<file path="src/rtl/ser_regs.svh">
// Register offsets, reset values and sizes of the output event router.
`ifndef SER_REGS_SVH
`define SER_REGS_SVH

`define SER_OFF_SENSE       16'h03ca
`define SER_OFF_SHORT       16'h03d3
`define SER_OFF_COUNTDOWN   16'h03d4
`define SER_OFF_PROGRAM     16'h03d5
`define SER_OFF_INPUT_ONE   16'h03d6
`define SER_OFF_INPUT_TWO   16'h03d7
`define SER_OFF_HOURS       16'h03d9
`define SER_OFF_CYCLES      16'h03da
`define SER_OFF_MSG_STATUS  16'h03dc

`define SER_RST_ENABLE      1'b0
`define SER_RST_SENSE       1'b0
`define SER_MSG_COUNT       7

`endif

</file>
<file path="src/rtl/ser_pkg.sv">
// Types shared by the output event router.
package ser_pkg;

    // Raw status conditions from the controller core, same clock domain.
    typedef struct packed {
        logic heat_current_sensed;
        logic ctrl_output_on;
        logic timer_mode_cfg;
        logic timer_expired;
        logic program_ctrl_cfg;
        logic program_done;
        logic first_analog_input_fault;
        logic second_analog_input_fault;
        logic hours_preset_reached;
        logic cycles_preset_reached;
    } ser_src_t;

    // One bit per routable message; bit order matches the enable vector.
    typedef struct packed {
        logic short_circuit_route;
        logic countdown_done;
        logic program_finished;
        logic input_one_fault_route;
        logic input_two_fault_route;
        logic hours_limit;
        logic cycles_limit;
    } ser_msg_t;

    // Operating sense of the switching output.
    typedef enum logic [0:0] {
        SER_SENSE_DIRECT  = 1'b0,
        SER_SENSE_INVERSE = 1'b1
    } ser_sense_t;

endpackage

</file>
<file path="src/rtl/ser_router.sv">
// Switching output event router with its parameter registers.
//
// Function
// - SSR short alarm: heating current sensed while output is off.
// - Short route enable 0 ignores alarm; set, alarm switches output.
// - Timer message only when timer mode configured and time elapsed.
// - Timer route enable 0 inactive, 1 active; active routes message.
// - Program-end message when program finished, only in program mode.
// - Program-end enable 0 ignores message; set, it activates output.
// - First analog input fault switches output when its enable is 1.
// - Second analog input fault switches output when its enable is 1.
// - Hours preset reached gives first info status, routed when enabled.
// - Cycles preset reached gives second info status, routed if enabled.
// - Direct sense: active function sets output on; inverse sets it off.
`timescale 1ns/10ps
`include "ser_regs.svh"

module ser_router (
    input  wire logic             mclk,
    input  wire logic             arst_n,
    input  wire logic             ce,
    input  wire ser_pkg::ser_src_t src,
    input  wire logic [15:0]      reg_addr,
    input  wire logic             reg_wr,
    input  wire logic [15:0]      reg_wdata,
    output logic      [15:0]      reg_rdata,
    output logic                  switch_out
);

    ////////////////////////////////////////////////////////////////////////
    // Message generation.

    ser_pkg::ser_msg_t  next_msg;
    ser_pkg::ser_msg_t  msg_q;

    // Current while the output is off means the relay is welded or shorted.
    assign next_msg.short_circuit_route   = src.heat_current_sensed
                                          & ~src.ctrl_output_on;
    assign next_msg.countdown_done        = src.timer_mode_cfg
                                          & src.timer_expired;
    assign next_msg.program_finished      = src.program_ctrl_cfg
                                          & src.program_done;
    assign next_msg.input_one_fault_route =
        src.first_analog_input_fault;
    assign next_msg.input_two_fault_route =
        src.second_analog_input_fault;
    assign next_msg.hours_limit  = src.hours_preset_reached;
    assign next_msg.cycles_limit = src.cycles_preset_reached;

    always_ff @(posedge mclk or negedge arst_n) begin
        if (!arst_n) begin
            msg_q <= '0;
        end else if (ce) begin
            msg_q <= next_msg;
        end
    end

    ////////////////////////////////////////////////////////////////////////
    // Parameter registers.

    localparam int N = `SER_MSG_COUNT;
    // Index i holds the offset of the enable for message bit i.
    localparam logic [15:0] EN_OFF [N] = '{
        `SER_OFF_CYCLES, `SER_OFF_HOURS, `SER_OFF_INPUT_TWO,
        `SER_OFF_INPUT_ONE, `SER_OFF_PROGRAM, `SER_OFF_COUNTDOWN,
        `SER_OFF_SHORT};

    logic [N-1:0]        en_q;
    logic [N-1:0]        en_hit;
    ser_pkg::ser_sense_t sense_q;
    wire                 sense_hit  = reg_addr == `SER_OFF_SENSE;
    wire                 status_hit = reg_addr == `SER_OFF_MSG_STATUS;

    // Only the lowest data bit is stored; the values are 0 or 1 by design.
    for (genvar i = 0; i < N; i++) begin : g_en
        assign en_hit[i] = reg_addr == EN_OFF[i];
        always_ff @(posedge mclk or negedge arst_n) begin
            if (!arst_n) begin
                en_q[i] <= `SER_RST_ENABLE;
            end else if (ce && reg_wr && en_hit[i]) begin
                en_q[i] <= reg_wdata[0];
            end
        end
    end

    always_ff @(posedge mclk or negedge arst_n) begin
        if (!arst_n) begin
            sense_q <= ser_pkg::ser_sense_t'(`SER_RST_SENSE);
        end else if (ce && reg_wr && sense_hit) begin
            sense_q <= ser_pkg::ser_sense_t'(reg_wdata[0]);
        end
    end

    // Unmapped offsets read as zero and ignore writes.
    wire        en_rd = |(en_hit & en_q);
    wire [15:0] next_rdata =
        status_hit ? {{(16-N){1'b0}}, msg_q} :
        {15'h0000, en_rd | (sense_hit & sense_q)};

    always_ff @(posedge mclk or negedge arst_n) begin
        if (!arst_n) begin
            reg_rdata <= 16'h0000;
        end else if (ce) begin
            reg_rdata <= next_rdata;
        end
    end

    ////////////////////////////////////////////////////////////////////////
    // Output combination.

    wire [N-1:0] routed = msg_q & en_q;
    // The OR is taken on registered messages so a glitchy source never
    // reaches the relay driver directly; it costs one cycle of latency.
    wire         active = |routed;
    wire         next_out = active ^ (sense_q == ser_pkg::SER_SENSE_INVERSE);

    always_ff @(posedge mclk or negedge arst_n) begin
        if (!arst_n) begin
            switch_out <= 1'b0;
        end else if (ce) begin
            switch_out <= next_out;
        end
    end
endmodule

</file>
<file path="config.mk">
export PLATFORM = sky130hd
export DESIGN_NAME = ser_router
export DESIGN_NICKNAME = d
export VERILOG_FILES = /design/src/rtl/ser_pkg.sv /design/src/rtl/ser_router.sv
export VERILOG_INCLUDE_DIRS = /design/src /design/src/rtl
export SDC_FILE = /design/constraint.sdc
export NUM_CORES = 1
export LEC_CHECK = 0
export BUFFER_PORTS_ARGS = -buffer_cell sky130_fd_sc_hd__clkbuf_2
export CORE_ASPECT_RATIO = 1.1
export CORE_MARGIN = 2
export CORE_UTILIZATION = 45
export DETAILED_ROUTE_END_ITERATION = 10
export GPL_TIMING_DRIVEN = 0
export PLACE_DENSITY = 0.79
export SLEW_MARGIN = 20
export SYNTH_ARGS = -nofsm -noshare
export SYNTH_HDL_FRONTEND = slang
export SYNTH_SLANG_ARGS = --single-unit
</file>
<file path="constraint.sdc">
create_clock -name mclk -period 2.3 [get_ports mclk]
set_input_delay 0.23 -clock mclk [delete_from_list [all_inputs] [get_ports mclk]]
set_output_delay 0.23 -clock mclk [all_outputs]
set_load 0.01 [all_outputs]
</file>
Yosys cells after proc, flatten, opt, wreduce, memory -nomap -nowiden

Index checks and enable logic that the tools add are counted.

Order comparisons: 0
Divide/modulo/power cells: 0
Bitwise operators: 9
Multiplexer cells: 1
Shift-type cells: 0
Multipliers: 0
Add/sub/neg operators: 0
Reductions and logical operators: 11
Equality and inequality tests: 9

Operators with widths:

| kind                                             | number |
|---|---|
| == test 16 x 10 -> 1 bit (second input constant) | 9 |
| AND 7 bit                                        | 2 |
| OR reduction 7 bit                               | 2 |
| logical AND 1 bit                                | 9 |
| two-way mux 7 bit                                | 1 |
| AND 1 bit                                        | 4 |
| NOT 1 bit                                        | 1 |
| bitwise OR 1 bit                                 | 1 |
| bitwise XOR 1 bit                                | 1 |

Memories kept: 0
Register bits after elaboration: 32
Logic and storage cells: 47
Latch bits: 0
Memory bits (read-only): 0
Output and inout bits: 17
Memory bits (writable): 0
Input bits: 46

Depth between registers and ports, before layout

Depth in word-level cells: 5
Mapped depth: 6
Mapped depth without buffers: 4

Worst setup path before layout

Ideal clock, no wire load.

Kind: input port to flip-flop
From: in reg_addr[13]
To: reg en_q[2]
Path buffers: 1
Path slack: 0.906 ns
Cell stages on the path: 5
Setup time: 0.125 ns
Data required time: 2.175 ns
Data arrival time: 1.269 ns
Path through: nor4_4 -> and4_1 -> buf_4 -> nand4_2 -> mux2_4

Cells in the longest elaborated chain, start to end: 2

Ends and longest elaborated chain:

| what                           | line             | source |
|---|---|---|
| start: declaration             | ser_router.sv:23 | `input wire logic [15:0] reg_addr,` |
| == test 16 x 10 -> 1 bit       | ser_router.sv:76 | `assign en_hit[i] = reg_addr == EN_OFF[i];` |
| logical AND 1 bit              | ser_router.sv:80 | `end else if (ce && reg_wr && en_hit[i]) begin` |
| end signal: indexed assignment | ser_router.sv:79 | `` en_q[i] <= `SER_RST_ENABLE; `` |
| end signal: indexed assignment | ser_router.sv:81 | `en_q[i] <= reg_wdata[0];` |
| end: declaration               | ser_router.sv:68 | `logic [N-1:0] en_q;` |

No other way between the ends.
A chain may end at the register's enable or synchronous reset.

Worst setup path in the final report

From: reg en_q[1]
To: reg switch_out

Cells in the longest elaborated chain, start to end: 3

Ends and longest elaborated chain:

| what                   | line              | source |
|---|---|---|
| AND 7 bit              | ser_router.sv:111 | `wire [N-1:0] routed = msg_q & en_q;` |
| OR reduction 7 bit     | ser_router.sv:114 | `wire active = \|routed;` |
| bitwise XOR 1 bit      | ser_router.sv:115 | `wire next_out = active ^ (sense_q == ser_pkg::SER_SENSE_INVERSE);` |
| end signal: assignment | ser_router.sv:121 | `switch_out <= next_out;` |
| end: declaration       | ser_router.sv:27  | `output logic switch_out` |

No other way between the ends.

==> impl_metrics.tcl <==
set metrics [dict create \
    result_of_the_run "finished clean" \
    drt_pre_antenna_iters 4 \
    synth_seq_area_share_pct 46.65 \
    cp_top_family "flip-flops" \
    setup_viol 0 \
    number_of_antenna_violations_at_the_first_check_in_global_routing 0 \
    crit_path_max_fanout 3 \
    drt_iter0_drc 23 \
    final_common_cell "clkbuf_2" \
    number_of_filler_cells_placed_in_the_layout 232 \
    cts-buffers-inserted 3 \
    critical-path-max-stage-delay_ns 0.42 \
    worst_ir_drop_vdd_mv 0.3250 \
    critical_path_arrival_ns 1.69 \
    mappedNetlistArea_sq_um 1234 \
    postSynth.topFlopCell "dfrtp_1" \
    critPathKind "reg -> reg" \
    cts.path.max_buffers 2 \
    post-layout-total-power_w 0.0007118 \
    post_cts_setup_buffers 0 \
    grt_setup_unrepaired "false" \
    power.sequential.fraction_pct 59.8 \
    drv_slew 0 \
    final_cell_area_sq_um 1525 \
    routed_wl_um 2648 \
    timing.critical_path.required_ns 2.51 \
    hold_slack_ns 0.1386 \
    p_sw_w 0.0001827 \
    power_density_nw_per_um2 466.7 \
    cts.reportedPaths.clkPinSlew_ns 0.13 \
    finalHoldViolCount 0 \
    ys_ff_latch 23 \
    area_growth_syn_to_layout_pct 23.63 \
    hpwlAfterDp_um 2107 \
    gr-total-overflow 0 \
    buffer_ports.inserted 37 \
    period_share_pct 64.63 \
    final_cell_mix "37 x clkbuf_2, 23 x dfrtp_1, 11 x nand3_1, 10 x buf_4" \
    cp-end-kind "flop" \
    tritoncts "built" \
    final_period_minus_worst_setup_slack_ns 1.487 \
    post_drt_via_cell_ratio 5.244 \
    crit_path_top_delay_cell "dfrtp_1" \
    drive_gt1_share_pct 40.12 \
    max_cap_violations 0 \
    worstHoldPathType "in -> reg" \
    grt_pass1_wl_um 4360 \
    die_w_um 53.92 \
    routed_wire_per_std_cell_um 13.72 \
    setup_total_negative_slack_ns 0 \
    clock-root-buffer "clkbuf_4" \
    synthCells 112 \
    worst_pin_slew_ns 0.5783 \
    cell_internal_pwr_w 0.0005291 \
    clock_sinks 23 \
    power.share.combinational_pct 14.0 \
    grt_max_degree 24 \
    netlist-cell-type-count 35 \
    swShare_pct 25.67 \
    route.detailed.drc 0 \
    clkLatencyLatePin_ns 0.31 \
    ys_async_sr_fraction_pct 100.0 \
    startpoint_type "flop" \
    route.vias.total 1012 \
    synth_enable_flop_cells 0 \
    boundaryPins 63 \
    max-slew-margin-rel_pct 61.45 \
    htree_num_levels 1 \
    total_global_routing_track_utilization_pct 18.82 \
    routabilityCongestion 0.8665 \
    total_leakage_power_nw 0.8055 \
    antenna-diode-count 0 \
    floorplan.core_area_sq_um 2544 \
    placed_area_sq_um 1488 \
    drt.antenna.violating_nets 0 \
    placement_rows 19 \
    design.final.nets 209 \
    die_height_um 58.92 \
    crit_path_cell_trace "a222oi_1 > nand3_1 > xor2_1 > mux2_2" \
    yosysWarningCount 0 \
    initial_utilization_pct 48.50 \
    grt_pass1_vias 1007 \
    share_clk_of_total_power_pct 26.2 \
    area_enclosed_by_the_die_boundary_sq_um 3177 \
    fmax_ghz 0.6727 \
    critPathBufInv 0 \
    fin_worst_skew_ns 0.002034 \
    utilization_pct 59.96 \
    synth.avg_cell_area_sq_um 11.02 \
]
==> path summary, 6_finish.rpt <==
path,depth (start not counted),start,end,slack (ns)
min in group asynchronous,2,arst_n,reg_rdata[5]$_DFFE_PN0P_,0.44
min,3,src[0],msg_q[0]$_DFFE_PN0P_,0.14
min reg2reg,1,reg_rdata[1]$_DFFE_PN0P_,reg_rdata[1]$_DFFE_PN0P_,0.53
max reg2reg,4,en_q[1]$_DFFE_PN0P_,switch_out$_DFFE_PN0P_,0.81
max,4,en_q[1]$_DFFE_PN0P_,switch_out$_DFFE_PN0P_,0.81
max in group asynchronous,2,arst_n,en_q[3]$_DFFE_PN0P_,1.48
==> kinds of logic after synthesis <==
logic type / count (synthesis) / synth area share, %
compound gates: 18 / 10.95
xor+xnor: 1 / 0.7101
buf+inv: 18 / 8.620
flops: 23 / 46.65
mux: 14 / 12.98
other cells: 1 / 0.3040
simple gates: 37 / 19.78
==> cell usage after synthesis (all sizes together), types with 3 or more instances <==
library cell / count / area, sq um
o21ai: 6 / 30.03
nand2: 4 / 15.01
inv: 6 / 22.52
nand3: 11 / 55.05
nor2b: 4 / 25.02
buf: 11 / 80.07
nor2: 3 / 11.26
mux2: 13 / 150.1
a22o: 6 / 52.55
dfrtp: 23 / 575.6
==> power by group through the flow <==
stage	sequential, W	clock [W]	combinational [W]
2_1_floorplan	0.000432	0	0.0000491
3_3_place_gp	0.000433	0	0.0000945
3_5_place_dp	0.000434	0	0.0000976
4_1_cts	0.000426	0.000195	0.0000997
5_1_grt	0.000427	0.000207	0.000112
6_report	0.000425	0.000187	0.0000998
==> timing repair <==
action / CTS / global route
hold endpoints to repair: 23 / 0
resized for setup: 0 / 0
hold buffers: 1 / 0
endpoints found under the setup margin: 0 / 0
==> worst register-to-register path: stages, from the launching register on <==
cell and delay [ns]:
dfrtp_1 0.42, a222oi_1 0.39, nand3_1 0.15, xor2_1 0.16, mux2_2 0.26
==> state kept, by name, indices dropped and copies added, names as in the netlist <==
name        cells
reg_rdata       7
en_q            7
sense_q         1
msg_q           7
switch_out      1
==> area by class of cell <==
class                      instances  area [sq um]  share of cell area [%]
multi-input combinational         79         581.8                   38.15
tap                               31         38.79                   2.543
buffer                            12         83.83                   5.496
sequential                        23         575.6                   37.74
timing repair buffer              38         195.2                   12.80
inverter                           6         22.52                   1.477
clock inverter                     1         5.005                  0.3281
clock buffer                       3         22.52                   1.477
==> metal layers <==
layer	vias up	wire (um)	track usage, %
met1	486	1055	23.59
met5	-	0	0
li1	492	-	-
met2	28	1423	31.01
met3	6	121	3.553
met4	0	48	8.425
==> through the flow <==
step	worst slack [ns]	std cells
floorplan	0.9062	120
global placement	0.7371	188
detailed placement	0.6805	188
CTS	0.8311	193
global route	0.7672	193
finish	0.8134	193
No activity file was read; power rests on OpenSTA's default activity.
